**src/hdl/pss_defs.vh**
```
// constants for the preset speed and mode switch block
// assumes a 32-bit axi4-lite bus with byte addresses in the low 8 bits
`ifndef PSS_DEFS_VH
`define PSS_DEFS_VH
// ==========================================
// register byte offsets
`define PSS_OFF_MODE 8'h00
`define PSS_OFF_ACCEL 8'h04
`define PSS_OFF_DECEL 8'h08
`define PSS_OFF_SCURVE 8'h0C
`define PSS_OFF_AOFS 8'h10
`define PSS_OFF_AFILT 8'h14
`define PSS_OFF_STAT 8'h18
`define PSS_PRESET_BASE 3'h1
// ==========================================
// field positions of the mode register
`define PSS_MODE_LSB 0
`define PSS_MODE_MSB 3
`define PSS_SRC_LSB 8
`define PSS_SRC_MSB 9
// ==========================================
// control mode and selector codes
`define PSS_MODE_POS 4'h0
`define PSS_MODE_SPD 4'h1
`define PSS_MODE_TRQ 4'h2
`define PSS_MODE_PS 4'h3
`define PSS_MODE_PT 4'h4
`define PSS_MODE_ST 4'h5
`define PSS_SRC_TWO 2'h1
`define PSS_SRC_AIN 2'h2
`define PSS_SRC_ALL 2'h3
// ==========================================
// loop codes, one-hot
`define PSS_LOOP_POS 3'h1
`define PSS_LOOP_SPD 3'h2
`define PSS_LOOP_TRQ 3'h4
// ==========================================
// limits and answers
`define PSS_SPEED_MAX 16'h4E20
`define PSS_SPEED_MIN 16'hB1E0
`define PSS_RESP_OKAY 2'h0
`define PSS_RESP_SLVERR 2'h2
`endif

```
**src/hdl/pss_top.v**
```verilog
// preset speed selection and control loop switching for a servo drive
// assumes all pins synchronous to mclk apart from the select and mode
// inputs, which are resynchronised here; software uses axi4-lite
//
// Function
// - presets are used only with control mode 1, 3 or 5
// - eight signed presets, each held within -20000 to 20000 r/min
// - presets take effect only with speed source selector 1 to 3
// - select one, two, three weigh 1, 2, 4; index n picks preset n+1
// - selector 1 decodes selects one and two only, presets one to four
// - selector 2 as 1, but both selects on means analog speed reference
// - selector 3 decodes all three selects, presets one to eight
// - speed command ramps with acceleration, deceleration and s-curve times
// - selects changing together may briefly decode an intermediate preset
// - mode switch input changes loops only with control mode 3, 4 or 5
// - mode 3 position/speed, 4 position/torque, 5 speed/torque
// - a mode switch change is recognised within 10 ms
// - pulses before positioning complete after entering position are dropped
// - in speed control positioning complete carries rotation detected
// - speed/torque switching takes torque from analog two, offset, filter
//
// The AXI4-Lite slave port and the register offsets were chosen for this implementation.
`timescale 1ns/10ps
`include "pss_defs.vh"

module pss_top #(
  parameter SPW = 16,
  parameter RAMPW = 16
) (
  // clock and reset
  input wire mclk,
  input wire rst,
  // axi4-lite write address and data
  input wire [7:0] s_axi_awaddr,
  input wire s_axi_awvalid,
  output reg s_axi_awready,
  input wire [31:0] s_axi_wdata,
  input wire [3:0] s_axi_wstrb,
  input wire s_axi_wvalid,
  output reg s_axi_wready,
  // axi4-lite write response
  output reg [1:0] s_axi_bresp,
  output reg s_axi_bvalid,
  input wire s_axi_bready,
  // axi4-lite read
  input wire [7:0] s_axi_araddr,
  input wire s_axi_arvalid,
  output reg s_axi_arready,
  output reg [31:0] s_axi_rdata,
  output reg [1:0] s_axi_rresp,
  output reg s_axi_rvalid,
  input wire s_axi_rready,
  // host selection pins
  input wire speed_select_one,
  input wire speed_select_two,
  input wire speed_select_three,
  input wire mode_switch_input,
  input wire cmd_pulse_in,
  // drive internal status and analog samples
  input wire pos_done_in,
  input wire rotation_detected,
  input wire signed [SPW-1:0] analog_speed_ref,
  input wire signed [SPW-1:0] analog_two_in,
  // results
  output reg signed [SPW-1:0] speed_cmd_reg,
  output reg signed [SPW-1:0] torque_cmd_reg,
  output reg [2:0] loop_sel_reg,
  output reg positioning_complete,
  output reg cmd_pulse_out
);

  // ==========================================
  // software registers
  reg [3:0] control_mode_setting;
  reg [1:0] speed_source_selector;
  reg [RAMPW-1:0] ramp_accel_time;
  reg [RAMPW-1:0] ramp_decel_time;
  reg [RAMPW-1:0] s_curve_time;
  reg signed [SPW-1:0] analog_two_offset;
  reg [3:0] analog_two_filter_time;
  reg signed [SPW-1:0] preset_mem [0:7];
  // bus state
  reg [7:0] aw_addr_reg;
  reg aw_have_reg;
  reg [31:0] w_data_reg;
  reg w_have_reg;
  // synchronisers
  reg [3:0] pin_meta_reg;
  reg [3:0] pin_sync_reg;
  // block state
  reg [2:0] idx_reg;
  reg use_preset_reg;
  reg use_analog_reg;
  reg gate_block_reg;
  reg [RAMPW:0] ramp_cnt_reg;
  reg signed [SPW-1:0] filt_reg;
  integer i;

  wire signed [SPW-1:0] wr_speed;
  wire signed [SPW-1:0] clamp_speed;
  wire wr_fire;
  wire [2:0] idx_next;
  wire pres_mode;
  wire [2:0] loop_next;
  reg use_preset_next;
  reg use_analog_next;

  // ==========================================
  // write channel: address and data taken in either order
  assign wr_fire = aw_have_reg && w_have_reg && !s_axi_bvalid;
  assign wr_speed = w_data_reg[SPW-1:0];
  // out of range speeds are clipped rather than refused
  assign clamp_speed = (wr_speed > $signed(`PSS_SPEED_MAX)) ? `PSS_SPEED_MAX :
    (wr_speed < $signed(`PSS_SPEED_MIN)) ? `PSS_SPEED_MIN : wr_speed;

  always @(posedge mclk) begin
    if (rst) begin
      s_axi_awready <= 1'b0;
      s_axi_wready <= 1'b0;
      s_axi_bvalid <= 1'b0;
      s_axi_bresp <= `PSS_RESP_OKAY;
      aw_have_reg <= 1'b0;
      w_have_reg <= 1'b0;
      aw_addr_reg <= 8'h00;
      w_data_reg <= 32'h0000_0000;
      control_mode_setting <= `PSS_MODE_POS;
      speed_source_selector <= 2'h0;
      ramp_accel_time <= {RAMPW{1'b0}};
      ramp_decel_time <= {RAMPW{1'b0}};
      s_curve_time <= {RAMPW{1'b0}};
      analog_two_offset <= {SPW{1'b0}};
      analog_two_filter_time <= 4'h0;
      for (i = 0; i < 8; i = i + 1) begin
        preset_mem[i] <= {SPW{1'b0}};
      end
    end else begin
      s_axi_awready <= !aw_have_reg && !s_axi_awready;
      s_axi_wready <= !w_have_reg && !s_axi_wready;
      if (s_axi_awvalid && s_axi_awready) begin
        aw_have_reg <= 1'b1;
        aw_addr_reg <= s_axi_awaddr;
      end
      if (s_axi_wvalid && s_axi_wready) begin
        w_have_reg <= 1'b1;
        w_data_reg <= s_axi_wdata;
      end
      if (s_axi_bvalid && s_axi_bready) begin
        s_axi_bvalid <= 1'b0;
      end
      if (wr_fire) begin
        aw_have_reg <= 1'b0;
        w_have_reg <= 1'b0;
        s_axi_bvalid <= 1'b1;
        s_axi_bresp <= `PSS_RESP_OKAY;
        // strobes ignored: every register is one word, written whole
        if (aw_addr_reg[7:5] == `PSS_PRESET_BASE) begin
          preset_mem[aw_addr_reg[4:2]] <= clamp_speed;
        end else begin
          case (aw_addr_reg)
            `PSS_OFF_MODE: begin
              control_mode_setting <= w_data_reg[`PSS_MODE_MSB:`PSS_MODE_LSB];
              speed_source_selector <= w_data_reg[`PSS_SRC_MSB:`PSS_SRC_LSB];
            end
            `PSS_OFF_ACCEL: ramp_accel_time <= w_data_reg[RAMPW-1:0];
            `PSS_OFF_DECEL: ramp_decel_time <= w_data_reg[RAMPW-1:0];
            `PSS_OFF_SCURVE: s_curve_time <= w_data_reg[RAMPW-1:0];
            `PSS_OFF_AOFS: analog_two_offset <= w_data_reg[SPW-1:0];
            `PSS_OFF_AFILT: analog_two_filter_time <= w_data_reg[3:0];
            default: s_axi_bresp <= `PSS_RESP_SLVERR;
          endcase
        end
      end
    end
  end

  // ==========================================
  // read channel: one read at a time, answer one cycle after address
  always @(posedge mclk) begin
    if (rst) begin
      s_axi_arready <= 1'b0;
      s_axi_rvalid <= 1'b0;
      s_axi_rdata <= 32'h0000_0000;
      s_axi_rresp <= `PSS_RESP_OKAY;
    end else begin
      s_axi_arready <= !s_axi_rvalid && !s_axi_arready && !s_axi_arvalid ? 1'b1 :
        (!s_axi_rvalid && !(s_axi_arvalid && s_axi_arready));
      if (s_axi_rvalid && s_axi_rready) begin
        s_axi_rvalid <= 1'b0;
      end
      if (s_axi_arvalid && s_axi_arready) begin
        s_axi_arready <= 1'b0;
        s_axi_rvalid <= 1'b1;
        s_axi_rresp <= `PSS_RESP_OKAY;
        s_axi_rdata <= 32'h0000_0000;
        if (s_axi_araddr[7:5] == `PSS_PRESET_BASE) begin
          s_axi_rdata <= {{(32-SPW){preset_mem[s_axi_araddr[4:2]][SPW-1]}},
            preset_mem[s_axi_araddr[4:2]]};
        end else begin
          case (s_axi_araddr)
            `PSS_OFF_MODE: begin
              s_axi_rdata[`PSS_MODE_MSB:`PSS_MODE_LSB] <= control_mode_setting;
              s_axi_rdata[`PSS_SRC_MSB:`PSS_SRC_LSB] <= speed_source_selector;
            end
            `PSS_OFF_ACCEL: s_axi_rdata[RAMPW-1:0] <= ramp_accel_time;
            `PSS_OFF_DECEL: s_axi_rdata[RAMPW-1:0] <= ramp_decel_time;
            `PSS_OFF_SCURVE: s_axi_rdata[RAMPW-1:0] <= s_curve_time;
            `PSS_OFF_AOFS: s_axi_rdata[SPW-1:0] <= analog_two_offset;
            `PSS_OFF_AFILT: s_axi_rdata[3:0] <= analog_two_filter_time;
            // live state: speed command, loop, source flags, index
            `PSS_OFF_STAT: s_axi_rdata <= {speed_cmd_reg, 5'h00, loop_sel_reg,
              1'b0, positioning_complete, use_analog_reg, use_preset_reg,
              1'b0, idx_reg};
            default: s_axi_rresp <= `PSS_RESP_SLVERR;
          endcase
        end
      end
    end
  end

  // ==========================================
  // two-flop synchronisers; a couple of cycles is far inside 10 ms
  always @(posedge mclk) begin
    if (rst) begin
      pin_meta_reg <= 4'h0;
      pin_sync_reg <= 4'h0;
    end else begin
      pin_meta_reg <= {mode_switch_input, speed_select_three,
        speed_select_two, speed_select_one};
      pin_sync_reg <= pin_meta_reg;
    end
  end

  // ==========================================
  // loop selection from mode and switch input
  assign loop_next =
    (control_mode_setting == `PSS_MODE_SPD) ? `PSS_LOOP_SPD :
    (control_mode_setting == `PSS_MODE_TRQ) ? `PSS_LOOP_TRQ :
    (control_mode_setting == `PSS_MODE_PS) ?
      (pin_sync_reg[3] ? `PSS_LOOP_SPD : `PSS_LOOP_POS) :
    (control_mode_setting == `PSS_MODE_PT) ?
      (pin_sync_reg[3] ? `PSS_LOOP_TRQ : `PSS_LOOP_POS) :
    (control_mode_setting == `PSS_MODE_ST) ?
      (pin_sync_reg[3] ? `PSS_LOOP_TRQ : `PSS_LOOP_SPD) :
    `PSS_LOOP_POS;

  // ==========================================
  // preset index decode; no settling filter, so a multi-bit change
  // may pass through an intermediate preset for a cycle
  assign idx_next = (speed_source_selector == `PSS_SRC_ALL) ?
    pin_sync_reg[2:0] : {1'b0, pin_sync_reg[1:0]};
  assign pres_mode = (control_mode_setting == `PSS_MODE_SPD) ||
    (control_mode_setting == `PSS_MODE_PS) ||
    (control_mode_setting == `PSS_MODE_ST);

  always @* begin
    use_preset_next = 1'b0;
    use_analog_next = 1'b0;
    if (pres_mode && (speed_source_selector != 2'h0)) begin
      if ((speed_source_selector == `PSS_SRC_AIN) && (idx_next == 3'h3)) begin
        use_analog_next = 1'b1;
      end else begin
        use_preset_next = 1'b1;
      end
    end
  end

  // ==========================================
  // selection state, pulse gate and positioning complete output
  always @(posedge mclk) begin
    if (rst) begin
      idx_reg <= 3'h0;
      use_preset_reg <= 1'b0;
      use_analog_reg <= 1'b0;
      loop_sel_reg <= `PSS_LOOP_POS;
      gate_block_reg <= 1'b0;
      positioning_complete <= 1'b0;
      cmd_pulse_out <= 1'b0;
    end else begin
      idx_reg <= idx_next;
      use_preset_reg <= use_preset_next;
      use_analog_reg <= use_analog_next;
      loop_sel_reg <= loop_next;
      // entering position blocks pulses until done; entry wins over clear
      if (loop_next == `PSS_LOOP_POS && loop_sel_reg != `PSS_LOOP_POS) begin
        gate_block_reg <= 1'b1;
      end else if (pos_done_in) begin
        gate_block_reg <= 1'b0;
      end
      // pulses pass only in the position loop with the gate open: in-position falls during normal moves
      cmd_pulse_out <= cmd_pulse_in && (loop_sel_reg == `PSS_LOOP_POS) &&
        !gate_block_reg;
      positioning_complete <= (loop_sel_reg == `PSS_LOOP_SPD) ?
        rotation_detected : pos_done_in;
    end
  end

  // ==========================================
  // speed ramp: one r/min per interval; interval 0 steps at once.
  // near the target the interval doubles to round off the approach
  wire signed [SPW-1:0] target = use_preset_reg ? preset_mem[idx_reg] :
    analog_speed_ref;
  wire signed [SPW:0] diff = {target[SPW-1], target} -
    {speed_cmd_reg[SPW-1], speed_cmd_reg};
  wire [SPW:0] mag = diff[SPW] ? -diff : diff;
  wire rising = (diff > 0) ? !speed_cmd_reg[SPW-1] :
    (speed_cmd_reg[SPW-1] || speed_cmd_reg == 0);
  wire [RAMPW-1:0] base_t = rising ? ramp_accel_time : ramp_decel_time;
  wire [RAMPW:0] interval = (mag[SPW-1:0] < s_curve_time[SPW-1:0]) ?
    {base_t, 1'b0} : {1'b0, base_t};

  always @(posedge mclk) begin
    if (rst) begin
      speed_cmd_reg <= {SPW{1'b0}};
      ramp_cnt_reg <= {(RAMPW+1){1'b0}};
    end else if (diff == 0) begin
      ramp_cnt_reg <= {(RAMPW+1){1'b0}};
    end else if (base_t == 0) begin
      speed_cmd_reg <= target;
    end else if (ramp_cnt_reg >= interval - 1'b1) begin
      ramp_cnt_reg <= {(RAMPW+1){1'b0}};
      speed_cmd_reg <= diff[SPW] ? speed_cmd_reg - 1'b1 :
        speed_cmd_reg + 1'b1;
    end else begin
      ramp_cnt_reg <= ramp_cnt_reg + 1'b1;
    end
  end

  // ==========================================
  // torque command: analog two with offset and first-order filter in
  // speed/torque switching, analog speed input otherwise
  wire signed [SPW-1:0] trq_raw = analog_two_in + analog_two_offset;
  wire signed [SPW-1:0] trq_step = (trq_raw - filt_reg) >>> analog_two_filter_time;

  always @(posedge mclk) begin
    if (rst) begin
      filt_reg <= {SPW{1'b0}};
      torque_cmd_reg <= {SPW{1'b0}};
    end else begin
      filt_reg <= (analog_two_filter_time == 4'h0) ? trq_raw :
        filt_reg + trq_step;
      torque_cmd_reg <= (control_mode_setting == `PSS_MODE_ST) ?
        filt_reg : analog_speed_ref;
    end
  end

endmodule

```
**config.mk**
```make
export PLATFORM = sky130hd
export DESIGN_NAME = pss_top
export DESIGN_NICKNAME = d
export VERILOG_FILES = /design/src/hdl/pss_top.v
export VERILOG_INCLUDE_DIRS = /design/src /design/src/hdl
export SDC_FILE = /design/constraint.sdc
export NUM_CORES = 1
export LEC_CHECK = 0
export ABC_CLOCK_PERIOD_IN_PS = 9100
export CORE_MARGIN = 5
export CORE_UTILIZATION = 50
export CTS_CLUSTER_SIZE = 20
export DETAILED_ROUTE_END_ITERATION = 8
export DONT_BUFFER_PORTS = 1
export GPL_TIMING_DRIVEN = 0
export PLACE_DENSITY = 0.79
export SYNTH_ARGS = -nofsm -noshare
export SYNTH_HDL_FRONTEND = slang
export SYNTH_SLANG_ARGS = --single-unit
```
**constraint.sdc**
```tcl
create_clock -name mclk -period 9.1 [get_ports mclk]
set_input_delay 0.91 -clock mclk [delete_from_list [all_inputs] [get_ports mclk]]
set_output_delay 0.91 -clock mclk [all_outputs]
set_load 0.05 [all_outputs]
```
# [After elaboration in Yosys (flattened, before gate mapping)]
# Memories as Yosys holds them, arrays and structs flattened. A register that Yosys moved wholly into a read port is not among the register bits.
# Index checks and enable logic that the tools add are counted.
[word_totals] wordCells=184 memories=1 reg_bits=225 mem_bits_rw=128 out_inout_bits=78 input_bits=98
[memory_table] name="preset_mem" depth=8 width=16 read_ports=2 rd_ports_with_merged_regs=1 wr=8 line_no="pss_top.v:81" text="reg signed [SPW-1:0] preset_mem [0:7];"
[op_classes] bitwise_logic=3 mux=52 reduce_logical=56 shift=1 n_eq_ne=25 n_lt_le_gt_ge=5 add_sub_neg=9
[op_table] op="16-bit two-way mux" count=12
[op_table] op="32-bit logical NOT" count=2
[op_table] op="8-bit by 5-bit == test with 1-bit output (second input constant)" count=5
[op_table] op="17-bit two-way mux" count=2
[op_table] op="16-bit adder" count=2
[op_table] op="8-bit by 4-bit == test with 1-bit output (second input constant)" count=4
[op_table] op="32-bit two-way mux" count=1
[op_table] op="3-bit two-way mux" count=10
[op_table] op="6-bit one-hot mux with 5 select lines" count=1
[op_table] op="4-bit one-hot mux with 7 select lines" count=1
[op_table] op="4-bit one-hot mux with 5 select lines" count=1
[op_table] op="1-bit two-way mux" count=18
[op_table] op="3-bit AND reduction" count=6
[op_table] op="17-bit by 1-bit adder with 17-bit output (second input constant)" count=1
[op_table] op="17-bit greater-or-equal comparator" count=1
[op_table] op="17-bit by 1-bit > comparator with 1-bit output (second input constant)" count=1
[op_table] op="1-bit logical AND" count=17
[op_table] op="16-bit by 16-bit subtractor with 17-bit output" count=1
[op_table] op="17-bit by 1-bit subtractor with 17-bit output (second input constant)" count=1
[op_table] op="16-bit by 1-bit adder with 16-bit output (second input constant)" count=1
[op_table] op="8-bit by 3-bit == test with 1-bit output (second input constant)" count=2
[op_table] op="16-bit > comparator (second input constant)" count=1
[op_table] op="16-bit logical NOT" count=1
[op_table] op="8-bit logical NOT" count=2
[op_table] op="other kinds (25)" count=57

# [Logic depth before layout (Yosys ltp)]
# Gate-level depths: netlist (run 1).
[logic_depth] word_depth=10 mapped_depth=47

# [Least setup slack after synthesis (run 1)]
# Ideal clock, no wire load.
[synth_timing] path_kind="register to register" from="register, netlist name idx_reg[0]" to="register ramp_cnt_reg[10]" slack_ps=-905 setup_ps=70 t_arrival_ps=9935 path_stages_with_launch=47 path_cell_list="dfxtp_1 clkbuf_1 buf_1 mux4_2 mux2i_1 nand2_1 o21ai_0 ha_1 inv_1 fa_1 a21o_1 a22o_1 o41ai_4 a211oi_1 o31a_1 clkbuf_1 inv_1 clkbuf_1 (+11 left out) nand2_1 ha_1 and3_1 and4bb_2 mux2i_1 nand3_1 ha_1 a21o_1 a21o_1 a21oi_1 nor2_1 a211o_1 buf_1 nor3_2 buf_2 buf_1 nand3b_1 a21oi_1"
[synth_lines] element="to (signal assigned)" line_no="pss_top.v:314" text="ramp_cnt_reg <= {(RAMPW+1){1'b0}};"
[synth_lines] element="to (signal assigned)" line_no="pss_top.v:316" text="ramp_cnt_reg <= {(RAMPW+1){1'b0}};"
[synth_lines] element="to (signal assigned)" line_no="pss_top.v:320" text="ramp_cnt_reg <= {(RAMPW+1){1'b0}};"
[synth_lines] element="to (decl)" line_no="pss_top.v:95" text="reg [RAMPW:0] ramp_cnt_reg;"

==> results of run 1 <==
==> cell families after synthesis <==
logic type                 synth area share (%)
muxes                                      14.6
DFF                                        37.0
buffers and inverters                      4.49
AOI/OAI and AO/OA                          16.2
other                                    0.0167
adders and majority gates                  6.63
and+or+nand+nor                            17.7
xor gates and xnor gates                   3.39
==> per-stage QoR <==
stage	hold slack, ns	util [%]	setup slack (ns)	total power (W)	TNS (ns)
after floorplan	0.401	-	0.0591	0.00419	0
after global placement	0.428	52.4	-2.12	0.00475	-63.39
after detailed placement	0.430	52.4	-2.36	0.00486	-72.56
after CTS	0.443	56.4	0.00457	0.00672	0
after global routing	0.449	58.1	-0.166	0.00778	-3.01
final	0.444	58.1	0.0671	0.00744	0
==> routing by layer <==
layer | part of all wire (%) | vias up | wire (µm) | global-route usage (%)
li1 | - | 9137 | - | -
met3 | 10 | 234 | 7930 | 6.94
met1 | 39 | 9804 | 30700 | 39.1
met4 | 4.7 | 2 | 3710 | 11.5
met2 | 46 | 1238 | 36000 | 48.2
met5 | 0.0089 | - | 7 | 0
==> worst max-delay path, delay by kind of cell, from the launching register on <==
kind | cells | cell delay, ns
and+or+nand+nor | 7 | 1.39
DFF | 1 | 0.45
AOI/OAI and AO/OA | 18 | 3.55
buffers and inverters | 8 | 1.14
adders and majority gates | 5 | 1.25
muxes | 3 | 1.06
==> power breakdown <==
part / total (W) / leakage, nW / switching, W / internal (W)
clock network: 0.00168 / 0.664 / 0.000689 / 0.000993
registers: 0.00197 / 3.14 / 0.000262 / 0.00171
logic: 0.00379 / 6.05 / 0.00211 / 0.00168
total: 0.00744 / 9.85 / 0.00306 / 0.00438
==> final timing paths <==
path / start / to / slack (ns) / cells after the start
max: idx_reg[0] / speed_cmd_reg[12] / 0.07 / 41
min: pin_meta_reg[1] / pin_sync_reg[1] / 0.44 / 1
max reg2reg: idx_reg[0] / speed_cmd_reg[12] / 0.07 / 41
min reg2reg: pin_meta_reg[1] / pin_sync_reg[1] / 0.44 / 1
==> synthesized netlist by cell type (19+ instances only) <==
library cell | count | area, µm²
mux2i_1 | 129 | 1290
nor3_1 | 62 | 310
dfxtp_1 | 223 | 4460
nand3_1 | 41 | 205
nand2b_1 | 24 | 150
a21oi_1 | 230 | 1150
o21ai_0 | 63 | 315
a21o_1 | 33 | 248
nand2_1 | 224 | 841
and3_1 | 31 | 194
xnor2_1 | 55 | 482
ha_1 | 111 | 1390
xor2_1 | 32 | 280
a211oi_1 | 54 | 405
inv_1 | 80 | 300
nor2_1 | 332 | 1250
mux4_2 | 72 | 1620
nand3b_1 | 19 | 143
clkbuf_1 | 130 | 488
mux2_2 | 33 | 372
nor2b_1 | 28 | 175
edfxtp_1 | 128 | 3840
==> cell type report <==
class / count / area (µm²)
clock buffers: 57 / 1130
inverters: 83 / 312
well taps: 592 / 741
plain buffers: 163 / 818
multi-input cells: 1854 / 13700
clock inverters: 15 / 218
fillers: 3723 / 18600
repair buffers: 60 / 495
flip-flops and latches: 351 / 8310
==> repair_timing <==
item,in CTS,in global routing
endpoints found under the setup margin,33,36
buffers inserted,19,34
pin swaps,11,50
resized for setup,74,103
gates cloned,0,6
==> key figures, run 1 <==
Clock tree
  – H-Tree Depth: 2
  – Hold_buf cts: 0
  – CTS tree: done
  – Clock buffer count from CTS: 39
  – Clk slew on worst S/H paths: 0.06 ns
  – CTS sink cnt: 351
  – Clock latency on the worst-skew pair: 0.59 ns
  – Clock root buffer: clkbuf_16
  – CTS Buffer Depth: 3

Synth
  – Primary FF master, synth: dfxtp_1
  – FF+latch count, synth: 351
  – Async S/R FF share, synth: 0%
  – Syn avg cell area: 9.14 µm²
  – Post-Syn Area: 22,500 µm²
  – Sequential area share after synthesis: 37.0%
  – Post-synth EDFFs: 128
  – Synth cell types: 95
  – Synth warn: 0
  – Gate count after technology mapping: 2,457

GRT
  – Initial antenna violation count: 2
  – Largest net degree at the start of global routing: 25
  – Grt ovf: 0
  – Gr usage total: 29.8%
  – First-pass GRT wire length: 116,000 µm
  – Vias in the first global route: 19,620

Status
  – Outcome: finished, final reports clean

Floorplan
  – Die X: 222 µm
  – Core Region: 44,300 µm²
  – Die area: 49,200 µm²
  – Starting Density: 50.7%
  – I/O pin count: 176
  – Floorplan row count: 77
  – Die Y: 222 µm

Detailed routing
  – Drt drc: 0
  – Initial DRC Count: 2,670
  – Final WL: 78,300 µm
  – Drt wl/cell: 24.7 µm
  – Post-route ant nets: 0
  – Vias after detailed routing: 20,415
  – DRT Pass-1 Iters: 8
  – Via density: 6.43

Placed design
  – Port Buffers: 0
  – Dpl hpwl: 58,100 µm
  – Placed cells: 3,051
  – Final RePlAce weighted congestion: 0.982
  – Dpl cell area: 23,200 µm²

Layout
  – Max reg flops: 128
  – Commonest non-fill, non-tap cell in the layout: nor2_1
  – Synth-to-layout area growth: 14.8%
  – Final Cell Area: 25,800 µm²
  – Final nets: 2,766
  – Non-filler cells in the finished layout: 3,175
  – Most frequent cells in the layout: nor2_1, nand2_1, dfxtp_1
  – N_diodes: 0
  – Ratio of cells with drive above 1 in the final layout: 14.8%

Critical path
  – Required @ worst endpoint: 9.52 ns
  – Max stage delay on crit path: 0.52 ns
  – Crit. End Element: register
  – Crit path max fanout: 7
  – Critical path's slowest cell: mux4_2
  – Type of origin of the critical path: register
  – Worst Path Class, Setup: reg -> reg
  – Critical Path AT: 9.46 ns

STA
  – Final Max Tran Viols: 0
  – Slew headroom: 7.28%
  – Final Hold Fails: 0
  – Final setup vio count: 0
  – Pin slew with the least headroom to its limit: 1.39 ns
  – Clock Skew: 0.0299 ns
  – Fmax: 111 MHz
  – Tmin final: 9.03 ns
  – Period utilization: 99.3%

Power
  – Maximum vdd drop: 0.201 mV
  – Static Leakage: 9.85 nW
  – PwrDens: 289 nW/µm²

Hold path
  – Class of the worst hold path: reg -> reg

Run
  – MaxCap Viol Count: 0
No activity file was read; power rests on OpenSTA's default activity.
==> run 2: changes to the inputs <==
--- a/config.mk
+++ b/config.mk
@@ -7,13 +7,15 @@
 export NUM_CORES = 1
 export LEC_CHECK = 0
 export ABC_CLOCK_PERIOD_IN_PS = 9100
+export CELL_PAD_IN_SITES_DETAIL_PLACEMENT = 0
+export CELL_PAD_IN_SITES_GLOBAL_PLACEMENT = 1
 export CORE_MARGIN = 5
-export CORE_UTILIZATION = 50
+export CORE_UTILIZATION = 45
 export CTS_CLUSTER_SIZE = 20
 export DETAILED_ROUTE_END_ITERATION = 8
 export DONT_BUFFER_PORTS = 1
 export GPL_TIMING_DRIVEN = 0
-export PLACE_DENSITY = 0.79
+export PLACE_DENSITY = 0.88
 export SYNTH_ARGS = -nofsm -noshare
 export SYNTH_HDL_FRONTEND = slang
 export SYNTH_SLANG_ARGS = --single-unit
==> key figures, run 2 (synthesis gave the netlist of run 1 again) <==
Status
  – Outcome: finished, final reports clean

Critical path
  – Type of origin of the critical path: register
  – Crit path max fanout: 8 (+1)
  – Worst reg2reg path depth: 42 (+2.4%)
  – Most used cell, CP: buf_4
  – Required @ worst endpoint: 9.49 ns (-0.03 ns)
  – Reg2Reg Setup Slack: 0.24 ns (+0.17 ns)
  – R2r endpoint: speed_cmd_reg[12]
  – Worst r2r src: idx_reg[0]
  – Critical path's slowest cell: mux4_2
  – Max stage delay on crit path: 0.52 ns (about the same)
  – Critical Path AT: 9.25 ns (-0.21 ns)
  – CP delay by family, top: compound AO/OA/AOI/OAI gates
  – Worst Path Class, Setup: reg -> reg
  – Crit path buffers/inverters: 10 (+2)
  – Crit. End Element: register

Layout
  – Most frequent cells in the layout: nor2_1, nand2_1, dfxtp_1
  – Final nets: 2,762 (-0.14%)
  – Synth-to-layout area growth: 14.9%
  – Max reg flops: 128 (unchanged)
  – Ratio of cells with drive above 1 in the final layout: 14.6% (-0.19 points)
  – Commonest non-fill, non-tap cell in the layout: nor2_1

Placed design
  – DP Worst Slack: -2.56 ns (-0.203 ns)
  – Dpl hpwl: 59,100 µm (+1.8%)
  – Final RePlAce weighted congestion: 1.02 (+3.4%)
  – Port Buffers: 0 (unchanged)

GRT
  – Largest net degree at the start of global routing: 25 (unchanged)
  – First-pass GRT wire length: 116,000 µm (about the same)
  – Grt ovf: 0 (unchanged)
  – Vias in the first global route: 19,428 (-0.98%)
  – Gr usage total: 27.7% (-2.2 points)
  – Initial antenna violation count: 0 (-2)

STA
  – Final setup vio count: 0 (unchanged)
  – Clock Skew: 0.0465 ns (+0.0166 ns)
  – Slew headroom: 10.3% (+3.0 points)
  – Tmin final: 8.86 ns (-0.173 ns)
  – Final Max Tran Viols: 0 (unchanged)
  – Setup repair after global routing missed its margin: yes
  – Final Hold Fails: 0 (unchanged)
  – Sum Neg Setup Slack: 0 ns (unchanged)
  – Fmax: 113 MHz (+2.0%)
  – Pin slew with the least headroom to its limit: 1.33 ns (-0.0624 ns)
  – Period utilization: 97.4% (-1.9 points)
  – PnR worst setup slack: 0.240 ns (+0.173 ns)

Detailed routing
  – Vias after detailed routing: 20,138 (-1.4%)
  – Met3 WL post-DR: 7820 µm (-1.4%)
  – DRT Pass-1 Iters: 7 (-1)
  – DR top layer: met4
  – Initial DRC Count: 2,130 (-20%)
  – Met2 wire length: 35,700 µm (-0.66%)
  – Drt drc: 0 (unchanged)
  – Drt wl/cell: 24.1 µm (-2.2%)
  – Via density: 6.21 (-3.4%)
  – Post-route ant nets: 0 (unchanged)
  – Met1 Wirelength: 31,400 µm (+2.6%)
  – Final WL: 78,200 µm (-0.12%)

Hold path
  – HP Start: gate_block_reg
  – Hold path endpoint: cmd_pulse_out
  – Class of the worst hold path: reg -> reg
  – Hold Path Stages: 1 (unchanged)

Floorplan
  – Floorplan row count: 81 (+5.2%)
  – Die Y: 233 µm (+5.2%)
  – Die X: 233 µm (+5.2%)
  – Core Region: 49,200 µm² (+11%)
  – I/O pin count: 176 (unchanged)
  – Starting Density: 45.7% (-5.0 points)
  – Die area: 54,500 µm² (+11%)

Power
  – PwrDens: 282 nW/µm² (-2.3%)
  – Maximum vdd drop: 0.209 mV (+4.2%)
  – Total power draw: 0.00727 W (-2.2%)
  – Static Leakage: 9.81 nW (-0.49%)

Clock tree
  – CTS Buffer Depth: 3 (unchanged)
  – Clock latency on the worst-skew pair: 0.59 ns (about the same)
  – Hold_buf cts: 0 (unchanged)
  – H-Tree Depth: 2 (unchanged)
  – CTS sink cnt: 351 (unchanged)
  – Clk slew on worst S/H paths: 0.06 ns (about the same)
  – Clock buffer count from CTS: 40 (+2.6%)
  – CTS tree: done
  – Clock root buffer: clkbuf_16

Run
  – MaxCap Viol Count: 0 (unchanged)
[run 2: cell types whose count changed in the layout (fill, tap and decap cells not counted), moves of 3 or more]
cell and change:
clkinvlp_4 +3, buf_4 -4, a21oi_4 +3, a21oi_1 -5
buf_12 +3
[run 2: final cells by class]
cell class | instances | area (µm²)
Antenna cell | 2 | 5.00
Buffer | 164 | 832
Clock buffer | 54 | 1110
Clock inverter | 16 | 183
Fill cell | 4412 | 23400
Inverter | 83 | 312
Multi-Input combinational cell | 1854 | 13800
Sequential cell | 351 | 8310
Tap cell | 664 | 831
Timing Repair Buffer | 54 | 448
[run 2: worst max-delay path by stage]
stage	from	end	cells after the start
after floorplan	idx_reg[0]	ramp_cnt_reg[10]	46
after global placement	idx_reg[1]	speed_cmd_reg[15]	46
after detailed placement	idx_reg[1]	ramp_cnt_reg[10]	43
after CTS	idx_reg[0]	speed_cmd_reg[12]	43
after global routing	idx_reg[0]	speed_cmd_reg[12]	42
final	idx_reg[0]	speed_cmd_reg[12]	42
[run 2: through the flow]
step	cell area [µm²]	util, %	hold WS [ns]	std cells
floorplan	22500	-	0.401	2458
global placement	23300	47.4	0.418	3122
detailed placement	23300	47.4	0.420	3123
CTS	25100	51.1	0.432	3210
global route	25800	52.5	0.449	3240
finish	25800	52.5	0.433	3242
[run 2: timing repair]
item / 4_1_cts / 5_1_grt
gates cloned: 0 / 4
gates resized for setup: 88 / 93
setup buffers: 22 / 27
endpoints found under the setup margin: 33 / 34
pin swaps: 19 / 53
[run 2: metal layers]
layer  vias up  track usage [%]
met5         -                0
met4         0             10.9
met3       175             5.20
met2      1050             44.7
met1      9797             36.9
li1       9116                -
[run 2: worst reg2reg max path, delay by kind of cell, from the launching register on]
kind                     cells  cell delay [ns]
multiplexers                 2             0.80
adder cells (fa/ha/maj)      4             1.02
AO/OA/AOI/OAI               16             3.14
AND/OR/NAND/NOR              7             1.39
flip-flops                   1             0.44
buffers and inverters       10             1.40
XOR/XNOR                     3             0.46
[run 2: power by group]
| part | switching (W) | leakage (nW) | internal (W) |
|---|---|---|---|
| Clock | 0.000691 | 0.625 | 0.000924 |
| Combinational | 0.00204 | 6.04 | 0.00165 |
| Sequential | 0.000260 | 3.14 | 0.00171 |
| Total | 0.00299 | 9.81 | 0.00428 |
